$ cat src/rtl/swbm_map.vh
// Constants for the sleep wake-up timer and battery monitor block
`ifndef SWBM_MAP_VH
`define SWBM_MAP_VH

// Register offsets on the register port
`define SWBM_OFS_STATUS1      8'h03
`define SWBM_OFS_STATUS2      8'h04
`define SWBM_OFS_WAKE_EXPFINE 8'h14
`define SWBM_OFS_WAKE_MANT_HI 8'h15
`define SWBM_OFS_WAKE_MANT_LO 8'h16
`define SWBM_OFS_WAKE_CNT_HI  8'h17
`define SWBM_OFS_WAKE_CNT_LO  8'h18
`define SWBM_OFS_BAT_THRESH   8'h1a
`define SWBM_OFS_BAT_LEVEL    8'h1b

// Field positions
`define SWBM_EXP_MSB          5
`define SWBM_EXP_LSB          2
`define SWBM_FINE_MSB         1
`define SWBM_FINE_LSB         0
`define SWBM_CODE_MSB         4
`define SWBM_STAT_WAKE_BIT    3
`define SWBM_STAT_BAT_BIT     2

// Reset values
`define SWBM_RST_EXPFINE      8'h00
`define SWBM_RST_MANT         8'h00
`define SWBM_RST_THRESH       5'h14

// Timing
`define SWBM_MCLK_HZ          24'd10000000
`define SWBM_LF_HZ            24'd32768
`define SWBM_PERIOD_TICK_MULT 18'h00004
`define SWBM_BAT_PERIOD_TICKS 32768
`define SWBM_BAT_ON_US        250
// Window length in mclk cycles at 10 MHz; the product of the window in
// microseconds and the clock rate would overflow 32-bit arithmetic
`define SWBM_BAT_ON_CYCLES    12'd2500
`define SWBM_BAT_BELOW_RUN    3'h4

`endif

$ cat src/rtl/swbm_sync.v
// Two flip-flop synchroniser for inputs from outside the clock domain
`timescale 1ns/1ns
module swbm_sync #(
  parameter WIDTH = 1
) (
  input  wire             mclk,   // System clock
  input  wire             reset,  // Synchronous reset, active high
  input  wire [WIDTH-1:0] d_in,   // Asynchronous input
  output wire [WIDTH-1:0] q_out   // Synchronised level
);

  reg [WIDTH-1:0] meta_r;
  reg [WIDTH-1:0] sync_r;

  // First stage feeds only the second stage
  always @(posedge mclk) begin
    if (reset) begin
      meta_r <= {WIDTH{1'b0}};
      sync_r <= {WIDTH{1'b0}};
    end else begin
      meta_r <= d_in;
      sync_r <= meta_r;
    end
  end

  assign q_out = sync_r;

endmodule // swbm_sync

$ cat src/rtl/swbm_top.v
// Wake-up timer and low battery monitor of the housekeeping logic
`timescale 1ns/1ns
`include "swbm_map.vh"
module swbm_top #(
  parameter BAT_PERIOD_TICKS = `SWBM_BAT_PERIOD_TICKS
) (
  input  wire       mclk,                    // 10 MHz system clock
  input  wire       reset,                   // Synchronous reset, active high
  input  wire [7:0] reg_addr,                // Register address
  input  wire [7:0] reg_wdata,               // Register write data
  input  wire       reg_we,                  // Register write strobe
  input  wire       reg_re,                  // Register read strobe
  output wire [7:0] reg_rdata,               // Read data, valid cycle after strobe
  input  wire       sleep_mode,              // Chip is in sleep
  input  wire       wake_timer_enable,       // Run wake timer in sleep
  input  wire       wake_irq_enable,         // Wake timer interrupt enable
  input  wire       wake_gpio_route,         // Wake timer function routed to pin zero
  input  wire       battery_monitor_enable,  // Battery monitor enable
  input  wire       battery_irq_enable,      // Battery interrupt enable
  input  wire       low_freq_crystal_select, // Use external 32 kHz crystal
  input  wire [4:0] battery_code,            // Converter output code
  input  wire       general_pin_zero_in,     // Pin zero input level
  output wire       general_pin_zero_out,    // Pin zero output level
  output wire       general_pin_zero_oe,     // Pin zero output enable
  output wire       interrupt_pin_n,         // Interrupt pin, active low
  output wire       sleep_exit,              // One-cycle request to leave sleep
  output wire       crystal_30m_enable,      // Keep 30 MHz crystal running
  output wire       rc_osc_enable,           // Internal RC oscillator on
  output wire       battery_power            // Monitor and converter powered
);

  // Pin zero level through two flops before any logic reads it
  wire       xtal_lvl;
  swbm_sync #(.WIDTH(1)) u_sync_pin (
    .mclk  (mclk),
    .reset (reset),
    .d_in  (general_pin_zero_in),
    .q_out (xtal_lvl)
  );

  // Converter code through its own two flops; its bits are not gray
  // coded and may settle a cycle apart, so see the filter below
  wire [4:0] code_sync;
  swbm_sync #(.WIDTH(5)) u_sync_code (
    .mclk  (mclk),
    .reset (reset),
    .d_in  (battery_code),
    .q_out (code_sync)
  );

  // Code is only taken once two samples in a row agree, so a word
  // caught mid-change never reaches the threshold compare
  reg  [4:0] code_prev_r;
  reg  [4:0] code_s_r;
  wire [4:0] code_s = code_s_r;
  always @(posedge mclk) begin
    if (reset) begin
      code_prev_r <= 5'h00;
      code_s_r    <= 5'h00;
    end else begin
      code_prev_r <= code_sync;
      if (code_sync == code_prev_r) begin
        code_s_r <= code_sync;
      end
    end
  end

  // Registers
  reg [7:0]  expfine_r;
  reg [7:0]  mant_hi_r;
  reg [7:0]  mant_lo_r;
  reg [4:0]  thresh_r;
  reg [4:0]  bat_level_r;
  reg [7:0]  rdata_r;
  reg [7:0]  cnt_lo_snap_r;
  reg [23:0] acc_r;
  reg        xtal_prev_r;
  reg        sleep_prev_r;
  reg        wake_run_r;
  reg [17:0] pre_r;
  reg [15:0] wcnt_r;
  reg        wake_flag_r;
  reg        bat_flag_r;
  reg        irq_n_r;
  reg        exit_r;
  reg        pin_pulse_r;
  reg [15:0] bat_tick_r;
  reg [11:0] bat_on_r;
  reg        bat_pwr_r;
  reg [2:0]  below_r;

  // RC oscillator modelled as a fractional divider of mclk; the
  // accumulator keeps the long-term rate exact at 32.768 kHz
  wire [23:0] acc_sum = acc_r + `SWBM_LF_HZ;
  wire        rc_tick = (acc_sum >= `SWBM_MCLK_HZ);
  always @(posedge mclk) begin
    if (reset) begin
      acc_r <= 24'h000000;
    end else if (rc_tick) begin
      acc_r <= acc_sum - `SWBM_MCLK_HZ;
    end else begin
      acc_r <= acc_sum;
    end
  end

  // External crystal edge detect on the synchronised pin level
  always @(posedge mclk) begin
    if (reset) begin
      xtal_prev_r <= 1'b0;
    end else begin
      xtal_prev_r <= xtal_lvl;
    end
  end
  wire xtal_tick = xtal_lvl & ~xtal_prev_r;

  // Low-frequency tick source selection
  wire lf_tick = low_freq_crystal_select ? xtal_tick : rc_tick;

  // Period fields
  wire [3:0]  wexp  = expfine_r[`SWBM_EXP_MSB:`SWBM_EXP_LSB];
  wire [1:0]  wfine = expfine_r[`SWBM_FINE_MSB:`SWBM_FINE_LSB];
  wire [15:0] wmant = {mant_hi_r, mant_lo_r};

  // Prescale of 4 * 2^R ticks, divided by 2^D for finer steps; a fine
  // shift past the prescale leaves one tick per count, and a mantissa
  // of zero never expires
  wire [17:0] pre_lim  = (`SWBM_PERIOD_TICK_MULT << wexp) >> wfine;
  wire [17:0] pre_last = (pre_lim == 18'h00000) ? 18'h00000 : pre_lim - 18'h00001;
  wire        pre_wrap = wake_run_r & lf_tick & (pre_r == pre_last);
  wire        expire   = pre_wrap & (wmant != 16'h0000) &
                         (wcnt_r == wmant - 16'h0001);

  // Timer arms on sleep entry only when enabled at that moment
  wire sleep_entry = sleep_mode & ~sleep_prev_r;
  always @(posedge mclk) begin
    if (reset) begin
      sleep_prev_r <= 1'b0;
      wake_run_r   <= 1'b0;
    end else begin
      sleep_prev_r <= sleep_mode;
      if (!wake_timer_enable) begin
        wake_run_r <= 1'b0;
      end else if (sleep_entry) begin
        wake_run_r <= 1'b1;
      end
    end
  end

  // Prescaler and running count; count restarts after each expiry
  always @(posedge mclk) begin
    if (reset) begin
      pre_r  <= 18'h00000;
      wcnt_r <= 16'h0000;
    end else if (!wake_run_r || (sleep_entry && wake_timer_enable)) begin
      pre_r  <= 18'h00000;
      wcnt_r <= 16'h0000;
    end else if (lf_tick) begin
      if (pre_wrap) begin
        pre_r  <= 18'h00000;
        wcnt_r <= expire ? 16'h0000 : wcnt_r + 16'h0001;
      end else begin
        pre_r <= pre_r + 18'h00001;
      end
    end
  end

  // Expiry shown on pin zero for one low-frequency tick when the
  // interrupt is off; the block itself does not change state then
  always @(posedge mclk) begin
    if (reset) begin
      pin_pulse_r <= 1'b0;
    end else if (expire && !wake_irq_enable && wake_gpio_route) begin
      pin_pulse_r <= 1'b1;
    end else if (lf_tick) begin
      pin_pulse_r <= 1'b0;
    end
  end

  // Pin zero is an input while the crystal is selected
  assign general_pin_zero_oe  = ~low_freq_crystal_select & wake_gpio_route;
  assign general_pin_zero_out = pin_pulse_r & ~low_freq_crystal_select;

  // Battery measurement scheduling: one power window per second
  wire bat_sched = battery_monitor_enable & lf_tick &
                   (bat_tick_r == BAT_PERIOD_TICKS - 1);
  // Window end, counted in the window counter's own 12 bits
  wire bat_done  = bat_pwr_r & (bat_on_r == `SWBM_BAT_ON_CYCLES - 12'd1);
  always @(posedge mclk) begin
    if (reset) begin
      bat_tick_r <= 16'h0000;
    end else if (!battery_monitor_enable) begin
      bat_tick_r <= 16'h0000;
    end else if (lf_tick) begin
      bat_tick_r <= bat_sched ? 16'h0000 : bat_tick_r + 16'h0001;
    end
  end

  // Power window counted in mclk cycles
  always @(posedge mclk) begin
    if (reset) begin
      bat_pwr_r <= 1'b0;
      bat_on_r  <= 12'h000;
    end else if (!battery_monitor_enable) begin
      bat_pwr_r <= 1'b0;
      bat_on_r  <= 12'h000;
    end else if (bat_done) begin
      bat_pwr_r <= 1'b0;
      bat_on_r  <= 12'h000;
    end else if (bat_pwr_r) begin
      bat_on_r <= bat_on_r + 12'h001;
    end else if (bat_sched) begin
      bat_pwr_r <= 1'b1;
    end
  end

  // Sample code at window end; count consecutive low readings
  wire below    = (code_s < thresh_r);
  wire bat_fire = bat_done & below & (below_r == (`SWBM_BAT_BELOW_RUN - 3'h1));
  always @(posedge mclk) begin
    if (reset) begin
      bat_level_r <= 5'h00;
      below_r     <= 3'h0;
    end else if (!battery_monitor_enable) begin
      below_r <= 3'h0;
    end else if (bat_done) begin
      bat_level_r <= code_s;
      if (!below) begin
        below_r <= 3'h0;
      end else if (bat_fire) begin
        below_r <= 3'h0;
      end else begin
        below_r <= below_r + 3'h1;
      end
    end
  end

  // Status flags; a new event wins over the clearing read
  // One read of the second status register clears both flags together
  wire stat_rd   = reg_re & (reg_addr == `SWBM_OFS_STATUS2);
  wire wake_set  = expire & wake_irq_enable;
  wire bat_set   = bat_fire & battery_irq_enable;
  wire wake_nxt  = wake_set | (wake_flag_r & ~stat_rd);
  wire bat_nxt   = bat_set | (bat_flag_r & ~stat_rd);
  always @(posedge mclk) begin
    if (reset) begin
      wake_flag_r <= 1'b0;
      bat_flag_r  <= 1'b0;
      irq_n_r     <= 1'b1;
      exit_r      <= 1'b0;
    end else begin
      wake_flag_r <= wake_nxt;
      bat_flag_r  <= bat_nxt;
      irq_n_r     <= ~(wake_nxt | bat_nxt);
      exit_r      <= wake_set;
    end
  end

  assign interrupt_pin_n    = irq_n_r;
  assign sleep_exit         = exit_r;
  // Crystal stays on while the wake interrupt is pending
  assign crystal_30m_enable = wake_flag_r;
  // RC runs whenever a timer or monitor needs ticks and the crystal is not selected
  assign rc_osc_enable      = ~low_freq_crystal_select &
                              (wake_run_r | battery_monitor_enable);
  assign battery_power      = bat_pwr_r;

  // Register writes
  always @(posedge mclk) begin
    if (reset) begin
      expfine_r <= `SWBM_RST_EXPFINE;
      mant_hi_r <= `SWBM_RST_MANT;
      mant_lo_r <= `SWBM_RST_MANT;
      thresh_r  <= `SWBM_RST_THRESH;
    end else if (reg_we) begin
      case (reg_addr)
        `SWBM_OFS_WAKE_EXPFINE: expfine_r <= {2'b00, reg_wdata[5:0]};
        `SWBM_OFS_WAKE_MANT_HI: mant_hi_r <= reg_wdata;
        `SWBM_OFS_WAKE_MANT_LO: mant_lo_r <= reg_wdata;
        `SWBM_OFS_BAT_THRESH:   thresh_r  <= reg_wdata[`SWBM_CODE_MSB:0];
        default: ;
      endcase
    end
  end

  // Low byte captured with the high byte so a pair reads coherently
  always @(posedge mclk) begin
    if (reset) begin
      cnt_lo_snap_r <= 8'h00;
    end else if (reg_re && reg_addr == `SWBM_OFS_WAKE_CNT_HI) begin
      cnt_lo_snap_r <= wcnt_r[7:0];
    end
  end

  // Status word: wake and battery flags at their own bit positions
  reg [7:0] status_word;
  always @* begin
    status_word                      = 8'h00;
    status_word[`SWBM_STAT_WAKE_BIT] = wake_flag_r;
    status_word[`SWBM_STAT_BAT_BIT]  = bat_flag_r;
  end

  // Read data, registered; unmapped addresses read zero
  always @(posedge mclk) begin
    if (reset) begin
      rdata_r <= 8'h00;
    end else if (reg_re) begin
      case (reg_addr)
        `SWBM_OFS_STATUS1:      rdata_r <= 8'h00; // No flags of this block live here
        `SWBM_OFS_STATUS2:      rdata_r <= status_word;
        `SWBM_OFS_WAKE_EXPFINE: rdata_r <= expfine_r;
        `SWBM_OFS_WAKE_MANT_HI: rdata_r <= mant_hi_r;
        `SWBM_OFS_WAKE_MANT_LO: rdata_r <= mant_lo_r;
        `SWBM_OFS_WAKE_CNT_HI:  rdata_r <= wcnt_r[15:8];
        `SWBM_OFS_WAKE_CNT_LO:  rdata_r <= cnt_lo_snap_r;
        `SWBM_OFS_BAT_THRESH:   rdata_r <= {3'b000, thresh_r};
        `SWBM_OFS_BAT_LEVEL:    rdata_r <= {3'b000, bat_level_r};
        default:                rdata_r <= 8'h00;
      endcase
    end
  end

  assign reg_rdata = rdata_r;

endmodule // swbm_top

$ cat config.mk
export PLATFORM = sky130hd
export DESIGN_NAME = swbm_top
export DESIGN_NICKNAME = d
export VERILOG_FILES = /design/src/rtl/swbm_sync.v /design/src/rtl/swbm_top.v
export VERILOG_INCLUDE_DIRS = /design/src /design/src/rtl
export SDC_FILE = /design/constraint.sdc
export NUM_CORES = 1
export LEC_CHECK = 0
export ABC_AREA = 1
export BUFFER_PORTS_ARGS = -buffer_cell sky130_fd_sc_hd__buf_4
export CORE_MARGIN = 8
export CORE_UTILIZATION = 50
export DETAILED_ROUTE_END_ITERATION = 12
export HOLD_SLACK_MARGIN = 0.1
export MAX_ROUTING_LAYER = met4
export PLACE_DENSITY = 0.67
export SYNTH_ARGS = -nofsm -noshare
export SYNTH_HDL_FRONTEND = slang
export SYNTH_HIERARCHICAL = 1
export SYNTH_SLANG_ARGS = --single-unit
$ cat constraint.sdc
create_clock -name mclk -period 5.7 [get_ports mclk]
set_clock_uncertainty 0.05 [all_clocks]
set_input_delay 0.285 -clock mclk [delete_from_list [all_inputs] [get_ports mclk]]
set_output_delay 0.285 -clock mclk [all_outputs]
set_load 0.05 [all_outputs]
After elaboration in Yosys (flattened, before gate mapping)

Cells that the tools add are included.

Register bits: 168
Bits of input ports: 33
Output and inout port bits: 15
Logic and storage cells: 118

Add/subtract/negate cells: 9
Order comparisons: 2
Equality and inequality tests: 14
Shifts and indexed selects: 2
Multiplexer cells: 13
Bitwise logic cells: 30
Reduce and logical (&&, ||, !) cells: 20

Operators by type and width:

| operator                                               | count |
|---|---|
| case mux 8 bit (8 select lines)                        | 1 |
| equality test 8 x 5 -> 1 bit (second input constant)   | 7 |
| two-way mux 18 bit                                     | 2 |
| adder 16 x 1 -> 16 bit (second input constant)         | 2 |
| two-way mux 16 bit                                     | 2 |
| adder 24 x 16 -> 24 bit (second input constant)        | 1 |
| >= comparator 24 bit (second input constant)           | 1 |
| two-way mux 24 bit                                     | 1 |
| subtractor 24 bit (second input constant)              | 1 |
| bitwise AND 1 bit                                      | 19 |
| adder 18 x 1 -> 18 bit (second input constant)         | 1 |
| equality test 18 bit                                   | 1 |
| zero test 18 bit                                       | 1 |
| left shift 3 x 4 -> 18 bit (first input constant)      | 1 |
| >> shifter 18 x 2 -> 18 bit                            | 1 |
| subtractor 18 x 1 -> 18 bit (second input constant)    | 1 |
| equality test 16 x 15 -> 1 bit (second input constant) | 1 |
| equality test 16 bit                                   | 1 |
| nonzero test 16 bit                                    | 1 |
| subtractor 16 x 1 -> 16 bit (second input constant)    | 1 |
| adder 12 x 1 -> 12 bit (second input constant)         | 1 |
| equality test 12 bit (second input constant)           | 1 |
| AND reduction 2 bit                                    | 6 |
| equality test 8 x 3 -> 1 bit (second input constant)   | 1 |
| other kinds (14)                                       | 34 |

Logic depth before layout (Yosys ltp)

Gate-level depths: netlist of the first run.

Depth after elaboration: 12
Mapped depth: 26
Gate-level depth less buffers: 24

Cells and area by module

Netlist of the first run, hierarchy kept.

By module, submodules not included:

| module                  | instances | cells each | area each (um^2) | sequential area each (um^2) |
|---|---|---|---|---|
| swbm_top                | 1         | 1443       | 9322.7           | 2982.9 |
| swbm_sync (u_sync_code) | 1         | 31         | 286.5            | 200.2 |
| swbm_sync (u_sync_pin)  | 1         | 6          | 55.1             | 40.0 |

Least setup slack after synthesis of the first run

Ideal clock, no wire load.

Path type: reg2reg
From: register expfine_r[1]
To: register wcnt_r[12]
Library setup time: 113 ps
Data arrival time: 2710 ps
Data required time: 5537 ps
Setup slack: 2827 ps
Cell stages (with the launch flop): 26
Buffers on the path: 5
Period minus slack after synthesis: 2873 ps
Path through: dfxtp_1 -> buf_2 -> buf_4 -> buf_4 -> nand3_1 -> nand2_1 -> ha_1 -> nand2_1 -> nor2_1 -> nand3_1 -> nor2_2 -> nand2_4 -> buf_6 -> nand3_2 -> nand2_1 -> nor2_1 -> nand2_1 -> nor2_1 -> nand2_1 -> nor2_4 -> nand2_2 -> buf_6 -> nor2_1 -> nand2_1 -> nand2_1 -> nor2_1

Cells in the longest elaborated chain, start to end: 8
Elaborated cells between the ends (all ways): 10
Classes of those cells: 1 x add/sub; 1 x eq/ne; 1 x shift; 2 x mux; 3 x bitwise; 2 x reduce/logical

Ends and longest elaborated chain:

| item                                                                   | line           | RTL |
|---|---|---|
| start: declaration                                                     | swbm_top.v:69  | `reg [7:0] expfine_r;` |
| start signal: assignment                                               | swbm_top.v:270 | `` expfine_r <= `SWBM_RST_EXPFINE; `` |
| start signal: assignment                                               | swbm_top.v:276 | `` `SWBM_OFS_WAKE_EXPFINE: expfine_r <= {2'b00, reg_wdata[5:0]}; `` |
| >> shifter 18 x 2 -> 18 bit (*)                                        | swbm_top.v:127 | `` wire [17:0] pre_lim = (`SWBM_PERIOD_TICK_MULT << wexp) >> wfine; `` |
| subtractor 18 x 1 -> 18 bit / zero test 18 bit (equally long branches) | swbm_top.v:128 | `wire [17:0] pre_last = (pre_lim == 18'h00000) ? 18'h00000 : pre_lim - 18'h00001;` |
| two-way mux 18 bit (*)                                                 | swbm_top.v:128 |  |
| equality test 18 bit (*)                                               | swbm_top.v:129 | `wire pre_wrap = wake_run_r & lf_tick & (pre_r == pre_last);` |
| bitwise AND 1 bit (*)                                                  | swbm_top.v:129 |  |
| bitwise AND 1 bit (2 in a row)                                         | swbm_top.v:130 | `wire expire = pre_wrap & (wmant != 16'h0000) &` |
| two-way mux 16 bit                                                     | swbm_top.v:160 | `wcnt_r <= expire ? 16'h0000 : wcnt_r + 16'h0001;` |
| end signal: assignment                                                 | swbm_top.v:160 |  |
| end: declaration                                                       | swbm_top.v:81  | `reg [15:0] wcnt_r;` |

Every way passes the cells marked *; elsewhere a longest branch is shown, timed or not.
A chain may end at the register's enable or synchronous reset.

Worst setup path in the final report of the first run

From: register expfine_r[4]
To: register wcnt_r[14]

Cells in the longest elaborated chain, start to end: 9
Elaborated cells between the ends (all ways): 11
Classes of those cells: 1 x add/sub; 1 x eq/ne; 2 x shift; 2 x mux; 3 x bitwise; 2 x reduce/logical

Ends and longest elaborated chain:

| item                                                                   | line |
|---|---|
| left shift 3 x 4 -> 18 bit (no line) (*)                               | - |
| >> shifter 18 x 2 -> 18 bit (*)                                        | swbm_top.v:127 |
| subtractor 18 x 1 -> 18 bit / zero test 18 bit (equally long branches) | swbm_top.v:128 |
| two-way mux 18 bit (*)                                                 | swbm_top.v:128 |
| equality test 18 bit (*)                                               | swbm_top.v:129 |
| bitwise AND 1 bit (*)                                                  | swbm_top.v:129 |
| bitwise AND 1 bit (2 in a row)                                         | swbm_top.v:130 |
| two-way mux 16 bit                                                     | swbm_top.v:160 |

Marks and branches as above.

==> results of run 1 <==
[report_power, final]
part           internal, µW  switching, µW  leakage (µW)
Combinational          50.2           86.6       0.00282
Clock                   591            558      0.000289
Sequential             1140           8.26       0.00130
[final cells by class]
type	count	area share (%)
tap	265	3.07
clock buffer	18	3.97
timing repair buffer	62	4.61
inverter	195	6.80
sequential	161	29.8
multi-input combinational	1079	50.2
clock inverter	14	1.51
[cells in the mapped netlist (all sizes together), types with 5 or more instances]
library cell / number
o21a: 5
o21ai: 83
xnor2: 14
o22ai: 13
nand4: 64
nand3b: 5
and3: 5
nand3: 137
nor3: 43
nor2: 198
clkbuf: 17
nand2: 323
a21oi: 101
or2: 5
buf: 28
nor3b: 10
inv: 192
ha: 16
dfxtp: 161
xor2: 30
nor4: 6
[metrics by stage]
stage	instances	setup slack, ns	utilization (%)	hold slack (ns)
final	1794	1.65	56.2	0.120
after global routing	1794	1.21	56.2	0.126
after CTS	1794	1.70	56.2	0.117
after detailed placement	1749	1.71	52.5	0.344
after global placement	1749	1.76	52.5	0.342
after floorplan	1480	2.83	-	0.306
[state kept, by name (all words and copies together) (netlist names), 5 cells and up]
name	cells
pre_r	18
acc_r	17
bat_tick_r	16
wcnt_r	16
bat_on_r	12
cnt_lo_snap_r	8
mant_hi_r	8
mant_lo_r	8
reg_rdata	8
expfine_r	6
bat_level_r	5
code_prev_r	5
code_s	5
thresh_r	5
u_sync_code/meta_r	5
u_sync_code/q_out	5
[worst max-delay path by stage]
stage	endpoint
detailed placement	wcnt_r[14]
floorplan	wcnt_r[12]
global route	wcnt_r[14]
global placement	wcnt_r[13]
finish	wcnt_r[14]
CTS	wcnt_r[14]
[cells in the final DEF (no fill, tap or decap), types with 30 or more instances in the layout]
cell                      count
sky130_fd_sc_hd__buf_4       49
sky130_fd_sc_hd__nand3_1    133
sky130_fd_sc_hd__xor2_1      30
sky130_fd_sc_hd__inv_1      183
sky130_fd_sc_hd__o21ai_0     73
sky130_fd_sc_hd__nand2_1    314
sky130_fd_sc_hd__a21oi_1    101
sky130_fd_sc_hd__dfxtp_1    161
sky130_fd_sc_hd__nor2_1     186
sky130_fd_sc_hd__nand4_1     62
sky130_fd_sc_hd__nor3_1      43
[metal layers]
layer | vias to the layer above | share of wire, % | GRT usage, %
li1 | 4934 | - | -
met1 | 4373 | 43 | 26.1
met2 | 226 | 50 | 40.8
met3 | 56 | 4.0 | 3.74
met4 | 0 | 2.8 | 8.63
met5 | - | 0 | -
[kinds of logic (layout without fill, tap and decap cells)]
| kind of cell | count (synthesis) | count (layout) | synth area share (%) |
|---|---|---|---|
| AND/OR/NAND/NOR | 798 | 798 | 37.3 |
| buffers and inverters | 240 | 289 | 10.6 |
| AO/OA/AOI/OAI | 221 | 221 | 12.7 |
| flip-flops | 161 | 161 | 33.4 |
| XOR/XNOR | 44 | 44 | 3.99 |
| adder cells (fa/ha/maj) | 16 | 16 | 2.07 |
[repair_timing]
item | CTS | global route
hold buffers | 13 | 0
setup endpoints to repair | 0 | 0
endpoints found under the hold margin | 14 | 0
[critical path, stage by stage (launching register included)]
cell	delay (ns)
sky130_fd_sc_hd__dfxtp_1	0.81
sky130_fd_sc_hd__inv_2	0.30
sky130_fd_sc_hd__nand4_1	0.20
sky130_fd_sc_hd__nand2_1	0.09
sky130_fd_sc_hd__nand2_1	0.15
sky130_fd_sc_hd__ha_1	0.17
sky130_fd_sc_hd__nand2_1	0.05
sky130_fd_sc_hd__nor2_1	0.13
sky130_fd_sc_hd__nand3_1	0.10
sky130_fd_sc_hd__nor2_2	0.15
sky130_fd_sc_hd__nand2_4	0.21
sky130_fd_sc_hd__nand3_1	0.15
sky130_fd_sc_hd__nand2_1	0.06
sky130_fd_sc_hd__nor2_1	0.10
sky130_fd_sc_hd__nand2_1	0.06
sky130_fd_sc_hd__nor2_1	0.09
sky130_fd_sc_hd__nand2_1	0.09
sky130_fd_sc_hd__nor2_4	0.22
sky130_fd_sc_hd__nand3_1	0.14
sky130_fd_sc_hd__nand2_1	0.37
sky130_fd_sc_hd__inv_2	0.12
sky130_fd_sc_hd__nand2_1	0.09
sky130_fd_sc_hd__nor2_1	0.04
==> impl_metrics.tcl, run 1 <==
set metrics [dict create \
    grt_start_max_net_pins 55 \
    grt_first_pass_wirelength_mm 44.0 \
    detailed_place.area_um2 10100 \
    status "completed" \
    htreeDepth 4 \
    route.antenna.remaining_nets 0 \
    crit_start "expfine_r[4]" \
    critical_path.startpoint_type "flip-flop" \
    post_synth_instance_area_um2 9660 \
    synth_area_leader_cell "sky130_fd_sc_hd__dfxtp_1" \
    worst_hold_startpoint "reg_wdata[3]" \
    grt_pass1_vias 9091 \
    clock_transition_time_at_the_flip_flop_clock_pins_of_the_worst_setup_and_hold_paths_ns 0.07 \
    multi_input_comb_area_um2 5420 \
    first_iter_violations 591 \
    maxClockFrequency_mhz 247 \
    grt.overflow.total 0 \
    synth_cell_type_count 49 \
    grt_antenna_before_repair 0 \
    cts.sink_count 161 \
    final_layout_size_suffix_gt1_share_pct 8.50 \
    timing.reg2reg.worst_path_depth 22 \
    synth.ff_latch_count 161 \
    layout_worst_path_cycle_share_pct 71.0 \
    finalPower_uw 2430 \
    cp_data_required_time_ns 5.99 \
    antenna_cells 0 \
    worstHoldPathType "input pin to flip-flop" \
    total_non_filler_cell_area_in_the_finished_layout_um2 10800 \
    cts_buffers 17 \
    post_synth_inst_count 1480 \
    post_cts_resize_count 0 \
    ys.flop_type "sky130_fd_sc_hd__dfxtp_1" \
    worst_hold_path.endpoint "mant_lo_r[3]" \
    hpwl_mm 20.1 \
    dr.pass1.iters 5 \
    count_of_final_hold_check_violations 0 \
    num_rows 51 \
    pwr_density_cell_nw_per_um2 225 \
    grt_setup_unrepaired "no" \
    detail_route.wirelength_mm 26.7 \
    data_arrival_time_of_the_critical_path_ns 4.34 \
    synth_top_area_share_pct 33.4 \
    die-width_um 155 \
    layout.area.seq_um2 3220 \
    report.final.slew_viol_count 0 \
    final-setup-viol-count 0 \
    synth_async_sr_flop_share_pct 0 \
    wl_per_cell_um 14.9 \
    synth_edf_count 0 \
    r2r_setup_slack_ns 1.65 \
    timing.critical_path.fanout_max 33 \
    crit-reg2reg-capture "wcnt_r[14]" \
    slew_at_the_pin_closest_to_its_max_slew_limit_ns 1.00 \
    timing.setup.critical_path_class "flip-flop to flip-flop" \
    total_leakage_power_uw 0.00441 \
    post_route_setup_tns_ns 0 \
    critPathCaptureType "flip-flop" \
    worst_skew_pair.late_latency_ns 0.44 \
    final.fill_count 1876 \
    timing.max_cap.violations 0 \
    syn_nets 1529 \
    finalNetCount 1565 \
    clock_tree.root_cell "sky130_fd_sc_hd__clkbuf_16" \
    postSynthAreaPerCell_um2 6.53 \
    critical_r2r_launch "expfine_r[4]" \
    min_delay_path_depth 3 \
    initial_utilization_pct 50.3 \
    area_delta_synth_final_pct 11.8 \
    final.min_clock_period_ns 4.05 \
    buffer_levels_on_the_longest_clock_path 2 \
    post_drt_via_cell_ratio 5.35 \
    cts_setup_buffers 0 \
    ir_drop_mv 0.195 \
    port-buffer-count 47 \
    full_die_area_um2 24000 \
    clock_tree_from_tritoncts "done" \
    synthesis.yosys.warnings 6 \
    grt_usage_pct 23.2 \
    post-route-drc-count 0 \
    worst_relative_slew_slack_pct 32.7 \
    detailroute.via_count 9589 \
    fp.dieH_um 155 \
    core_region_area_um2 19200 \
    synth.area.top_cells "sky130_fd_sc_hd__dfxtp_1 33%, sky130_fd_sc_hd__nand2_1 12%, sky130_fd_sc_hd__nor2_1 7.2%" \
    seq_area_frac_synth_pct 33.4 \
    finalWeightedCongestion 0.928 \
    design.portCount 48 \
]
Note: power is estimated with default switching activity, not from simulation.
==> run 2, diff against run 1 <==
Clock period 5.7 ns to 3.85 ns, I/O delays scaled along.
==> run 2 against run 1 <==
Power rose by 46%. Cell area is 1.4% higher. First-iteration DRC count grew 12%. Sequential power is 48% higher. Via count is 0.18% lower. Flip-flop and latch count is the same. Global-route usage fell by 0.15 points. Combinational power increased by 54%. Worst hold slack better by 0.032 ns.
==> impl_metrics.tcl, run 2 (synthesis gave the netlist of run 1 again) <==
set metrics [dict create \
    post_drt_via_cell_ratio 5.28 \
    cts_buffers 17 \
    top_library_cells_by_usage_in_the_layout_fill_and_taps_aside "313 x sky130_fd_sc_hd__nand2_1, 186 x sky130_fd_sc_hd__nor2_1, 183 x sky130_fd_sc_hd__inv_1" \
    dp.cells 1759 \
    critical_path.startpoint_type "flip-flop" \
    maxClockFrequency_mhz 293 \
    path_cells "inv_2, nor2_4, nand4_1, nand2_1, nand2_1, ha_1, nand2_1, nor2_1, nand3_1, nor2_2, nand2_4, nand2_1, nand2_1, nand2_1, nor2_1, nand2_1, nor2_1, nand2_1, nor2_4, nand2_2, nand2_2, o21ai_0" \
    pwr_density_cell_nw_per_um2 323 \
    fp.dieH_um 155 \
    count_of_final_hold_check_violations 0 \
    dr.max_layer_used "met4" \
    hpwl_mm 20.2 \
    worstHoldPathType "input pin to flip-flop" \
    regMostFlops "pre_r" \
    crit_path_max_incr_delay_ns 0.47 \
    grt_pass1_vias 9021 \
    antenna_cells 0 \
    final_layout_size_suffix_gt1_share_pct 9.24 \
    grt_start_max_net_pins 54 \
    detailroute.via_count 9572 \
    final.min_clock_period_ns 3.42 \
    largestRegisters "pre_r (18), acc_r (17)" \
    htreeDepth 4 \
    design.portCount 48 \
    area_delta_synth_final_pct 13.3 \
    layout.cells.non_filler 1813 \
    clock_tree_from_tritoncts "done" \
    min_delay_path_depth 2 \
    port-buffer-count 47 \
    grt.overflow.total 0 \
    largest_reg_flops 18 \
    detail_route.wirelength.met1_mm 12.4 \
    cp_data_required_time_ns 4.10 \
    full_die_area_um2 24000 \
    finalWeightedCongestion 0.985 \
    wl_per_cell_um 14.7 \
    grt_first_pass_wirelength_mm 44.1 \
    worst_relative_slew_slack_pct 46.3 \
    cts.sink_count 161 \
    final-setup-viol-count 0 \
    report.final.slew_viol_count 0 \
    cts_setup_buffers 0 \
    critical_path.slowest_cell "sky130_fd_sc_hd__dfxtp_2" \
    route.antenna.remaining_nets 0 \
    slew_at_the_pin_closest_to_its_max_slew_limit_ns 0.799 \
    grt_antenna_before_repair 0 \
    dr.pass1.iters 7 \
    grt_usage_pct 23.0 \
    r2r_setup_slack_ns 0.43 \
    first_iter_violations 663 \
    finalPower_uw 3540 \
    status "completed" \
    timing.critical_path.fanout_max 33 \
    data_arrival_time_of_the_critical_path_ns 3.67 \
    die-width_um 155 \
    layout_commonest_cell "sky130_fd_sc_hd__nand2_1" \
    initial_utilization_pct 50.3 \
    routed-wl-met3_mm 1.16 \
    finalHoldWorstSlack_ns 0.151 \
    timing.reg2reg.worst_path_depth 22 \
    core_region_area_um2 19200 \
    num_rows 51 \
    detail_route.wirelength_mm 26.6 \
    layout_worst_path_cycle_share_pct 88.8 \
    clock_transition_time_at_the_flip_flop_clock_pins_of_the_worst_setup_and_hold_paths_ns 0.07 \
    timing.setup.critical_path_class "flip-flop to flip-flop" \
    clock_tree.root_cell "sky130_fd_sc_hd__clkbuf_16" \
    worst_skew_pair.late_latency_ns 0.43 \
    finalNetCount 1584 \
    ir_drop_mv 0.269 \
    cp_common_cell "sky130_fd_sc_hd__nand2_1" \
    buffer_levels_on_the_longest_clock_path 2 \
    met2_wirelength_mm 12.4 \
    total_leakage_power_uw 0.00448 \
    critPathCaptureType "flip-flop" \
    post-route-drc-count 0 \
    timing.max_cap.violations 0 \
]
==> run 2: timing repair <==
action,in CTS,in global routing
setup endpoints to repair,0,34
hold buffers,22,0
resized for setup,0,4
endpoints found under the hold margin,44,0
==> run 2: layout make-up <==
cell class / instances / area (µm²)
Clock buffer: 17 / 425
Clock inverter: 15 / 145
Tap cell: 265 / 332
Multi-Input combinational cell: 1079 / 5420
Timing Repair Buffer: 81 / 663
Fill cell: 1919 / 8260
Sequential cell: 161 / 3230
Inverter: 195 / 734
==> run 2: worst paths after layout <==
kind,start,to
setup / recovery,expfine_r[2],pre_r[1]
hold / removal,reset,u_sync_code/meta_r[4]
setup reg to reg,expfine_r[2],pre_r[1]
hold reg to reg,u_sync_code/meta_r[4],u_sync_code/q_out[4]
==> run 2: critical path, delay by kind of cell, from the launching register on <==
family / cells / cell delay [ns]
flip-flops: 1 / 0.47
AND/OR/NAND/NOR: 19 / 2.31
buffers and inverters: 1 / 0.11
adder cells (fa/ha/maj): 1 / 0.23
AO/OA/AOI/OAI: 1 / 0.12
==> run 2: stage by stage <==
step	setup slack [ns]	setup TNS (ns)	cell area, µm²	utilization (%)
2_1_floorplan	0.977	0	9660	-
3_3_place_gp	0.317	0	10100	52.8
3_5_place_dp	0.231	0	10100	52.8
4_1_cts	0.221	0	10900	56.9
5_1_grt	-0.00298	-0.00298	10900	57.0
6_report	0.432	0	10900	57.0
==> run 2: where the power goes <==
part / total (µW) / internal [µW] / switching, µW
combinational: 211 / 81.1 / 130
sequential: 1690 / 1680 / 11.3
clock: 1630 / 859 / 774
==> run 2: per-layer routing <==
metal / vias up / GRT usage (%)
li1: 4992 / -
met1: 4299 / 29.0
met2: 232 / 37.5
met3: 49 / 3.02
met4: 0 / 7.98
met5: - / -
==> run 3, diff against run 2 <==
Settings changed: ABC_AREA 1 to 0, CTS_CLUSTER_DIAMETER from default to 60.
==> run 3 against run 2 <==
Cell area shrank 4.1%. Power decreased by 2.5%. Synthesized cell count decreased by 23%. First-iteration DRC count fell by 14%. Cell count fell by 21%. Critical path type unchanged. Largest power group unchanged. Highest routed layer unchanged.
==> impl_metrics.tcl, run 3 <==
set metrics [dict create \
    report.final.slew_viol_count 0 \
    worstSetupEndpoint "wcnt_r[13]" \
    grt.overflow.total 0 \
    synth_area_leader_cell "sky130_fd_sc_hd__dfxtp_1" \
    seq_area_frac_synth_pct 35.6 \
    slew_at_the_pin_closest_to_its_max_slew_limit_ns 1.04 \
    detailroute.via_count 8283 \
    worst_path_dominant_cell_family "simple AND/OR/NAND/NOR gates" \
    worst_relative_slew_slack_pct 30.4 \
    layout.core_utilization_pct 58.7 \
    cp_data_required_time_ns 4.16 \
    status "completed" \
    htreeDepth 4 \
    synth_async_sr_flop_share_pct 0 \
    crit_start "expfine_r[3]" \
    layout_worst_path_cycle_share_pct 93.9 \
    critPathCaptureType "flip-flop" \
    buffer_levels_on_the_longest_clock_path 2 \
    first_iter_violations 568 \
    timing.reg2reg.worst_path_depth 14 \
    finalPower_uw 3450 \
    route.antenna.remaining_nets 0 \
    count_of_final_hold_check_violations 0 \
    critical_r2r_launch "expfine_r[3]" \
    largest_reg_flops 18 \
    worst_slack_ns 0.234 \
    post_synth_inst_count 1141 \
    post-route-drc-count 0 \
    port-buffer-count 47 \
    antenna_cells 0 \
    syn_nets 1190 \
    grt_first_pass_wirelength_mm 38.3 \
    final.fill_count 1642 \
    grt_pass1_vias 7607 \
    num_rows 49 \
    synth.area.top_cells "sky130_fd_sc_hd__dfxtp_1 36%, sky130_fd_sc_hd__nor2_1 5.7%, sky130_fd_sc_hd__xor2_1 5.0%" \
    area_delta_synth_final_pct 15.9 \
    critical_path.slowest_cell "sky130_fd_sc_hd__or4_4" \
    synthesis.yosys.warnings 6 \
    detail_route.wirelength_mm 23.6 \
    grt_start_max_net_pins 92 \
    full_die_area_um2 22700 \
    cts_buffers 17 \
    cts.sink_count 161 \
    dr.pass1.iters 6 \
    layout.area.seq_um2 3220 \
    maxClockFrequency_mhz 277 \
    grt_antenna_before_repair 0 \
    critical_path.startpoint_type "flip-flop" \
    core_region_area_um2 17900 \
    crit-reg2reg-capture "wcnt_r[13]" \
    synth.ff_latch_count 161 \
    pre_cts_ws_ns 0.0981 \
    finalWeightedCongestion 0.974 \
    timing.setup.critical_path_class "flip-flop to flip-flop" \
    clock_transition_time_at_the_flip_flop_clock_pins_of_the_worst_setup_and_hold_paths_ns 0.07 \
    worst_skew_pair.late_latency_ns 0.43 \
    postSynthAreaPerCell_um2 7.94 \
    regMostFlops "pre_r" \
    clock_tree_from_tritoncts "done" \
    ir_drop_mv 0.343 \
    grt_usage_pct 21.5 \
    worstHoldPathType "input pin to flip-flop" \
    top_library_cells_by_usage_in_the_layout_fill_and_taps_aside "160 x sky130_fd_sc_hd__dfxtp_1, 137 x sky130_fd_sc_hd__nor2_1, 106 x sky130_fd_sc_hd__nand2_1" \
    clock_tree.root_cell "sky130_fd_sc_hd__clkbuf_16" \
    synth_top_area_share_pct 35.6 \
    synth_edf_count 0 \
    grt_setup_unrepaired "no" \
    initial_utilization_pct 50.6 \
    design.portCount 48 \
    r2r_setup_slack_ns 0.23 \
    hpwl_mm 16.8 \
    path_cells "buf_4, nor2b_1, nand3_1, ha_1, buf_12, nand2_1, a221oi_1, or4_1, a211o_1, a21oi_2, o21ai_0, or4_4, or3_1, a21oi_1" \
    stages_on_worst_setup_path 14 \
    total_leakage_power_uw 0.00383 \
    data_arrival_time_of_the_critical_path_ns 3.92 \
    critical_path_buf_inv_count 2 \
    pwr_density_cell_nw_per_um2 328 \
    crit_path_max_incr_delay_ns 0.50 \
    timing.critical_path.fanout_max 13 \
    finalNetCount 1245 \
    fp.dieH_um 151 \
    timing.max_cap.violations 0 \
    largestRegisters "pre_r (18), acc_r (17)" \
    final-setup-viol-count 0 \
    multi_input_comb_area_um2 5460 \
    final_layout_size_suffix_gt1_share_pct 11.7 \
    ys_top_cells_by_count "161 x sky130_fd_sc_hd__dfxtp_1, 137 x sky130_fd_sc_hd__nor2_1, 106 x sky130_fd_sc_hd__nand2_1, 79 x sky130_fd_sc_hd__a21oi_1, 77 x sky130_fd_sc_hd__nand3_1" \
    die-width_um 151 \
    cts_setup_buffers 0 \
    synth_cell_type_count 77 \
    layout_commonest_cell "sky130_fd_sc_hd__dfxtp_1" \
    post_route_setup_tns_ns 0 \
    final.min_clock_period_ns 3.62 \
    ys.flop_type "sky130_fd_sc_hd__dfxtp_1" \
    wl_per_cell_um 16.4 \
    post_synth_instance_area_um2 9060 \
    post_drt_via_cell_ratio 5.76 \
    synthMostInstantiatedCell "sky130_fd_sc_hd__dfxtp_1" \
]
run 3: changes by cell type in the layout (fill, tap and decap cells not counted), moves of 38 or more:
cell / before / now
sky130_fd_sc_hd__nand2_1: 313 / 106
sky130_fd_sc_hd__nand4_1: 62 / 24
sky130_fd_sc_hd__nand3_1: 133 / 77
sky130_fd_sc_hd__inv_1: 183 / 31
sky130_fd_sc_hd__nor2b_1: 0 / 46
sky130_fd_sc_hd__nor2_1: 186 / 137
sky130_fd_sc_hd__o21ai_0: 73 / 34
run 3: repair_timing:
item,CTS,global route
endpoints found under the hold margin,52,0
hold buffers,21,0
setup endpoints to repair,0,35
gates resized for setup,0,10
run 3: layout make-up:
| type | count | area share (%) |
|---|---|---|
| well taps | 229 | 2.73 |
| flip-flops and latches | 161 | 30.7 |
| repair buffers | 104 | 8.29 |
| multi-input cells | 881 | 52.0 |
| clock buffers | 19 | 4.22 |
| clock inverters | 12 | 0.989 |
| inverters | 31 | 1.11 |
run 3: report_power, final:
| group | internal [µW] | leakage, µW | switching [µW] |
|---|---|---|---|
| Clock | 854 | 0.000261 | 724 |
| Combinational | 77.7 | 0.00227 | 103 |
| Sequential | 1680 | 0.00130 | 10.7 |
run 3: layer usage:
layer	vias up	wire, µm	GRT usage [%]
li1	4123	-	-
met1	3875	10700	27.5
met2	252	11100	34.0
met3	33	1500	4.42
met4	0	354	6.04
met5	-	0	-
run 3: worst min-delay path by stage:
stage | startpoint | endpoint | slack [ns] | cells after the start
after floorplan | reset | u_sync_code/meta_r[0] | 0.21 | 1
after global placement | battery_code[4] | u_sync_code/meta_r[4] | 0.35 | 2
after detailed placement | battery_code[2] | u_sync_code/meta_r[2] | 0.36 | 2
after CTS | reg_we | mant_lo_r[3] | 0.10 | 3
after global routing | reg_we | thresh_r[0] | 0.12 | 3
final | reg_we | mant_lo_r[6] | 0.13 | 3
run 3: through the flow:
step	instances	cell area (µm²)	hold WS, ns
finish	1437	10500	0.127
global placement	1385	9700	0.352
floorplan	1141	9060	0.214
CTS	1437	10500	0.101
global route	1437	10500	0.121
detailed placement	1385	9700	0.359
run 3: tightest hold or removal path, cell delays in order:
cell and delay (ns):
sky130_fd_sc_hd__buf_4 0.20, sky130_fd_sc_hd__nand3_1 0.11, sky130_fd_sc_hd__a21oi_1 0.06
run 3: cells by family (layout without fill, tap and decap cells):
family	Yosys count	count (layout)	synth area share [%]
xor gates and xnor gates	103	103	10.0
adders and majority gates	16	16	2.21
AOI/OAI and AO/OA	208	208	15.0
and+or+nand+nor	526	526	29.4
DFF	161	161	35.6
buffers and inverters	99	166	4.69
muxes	28	28	3.16
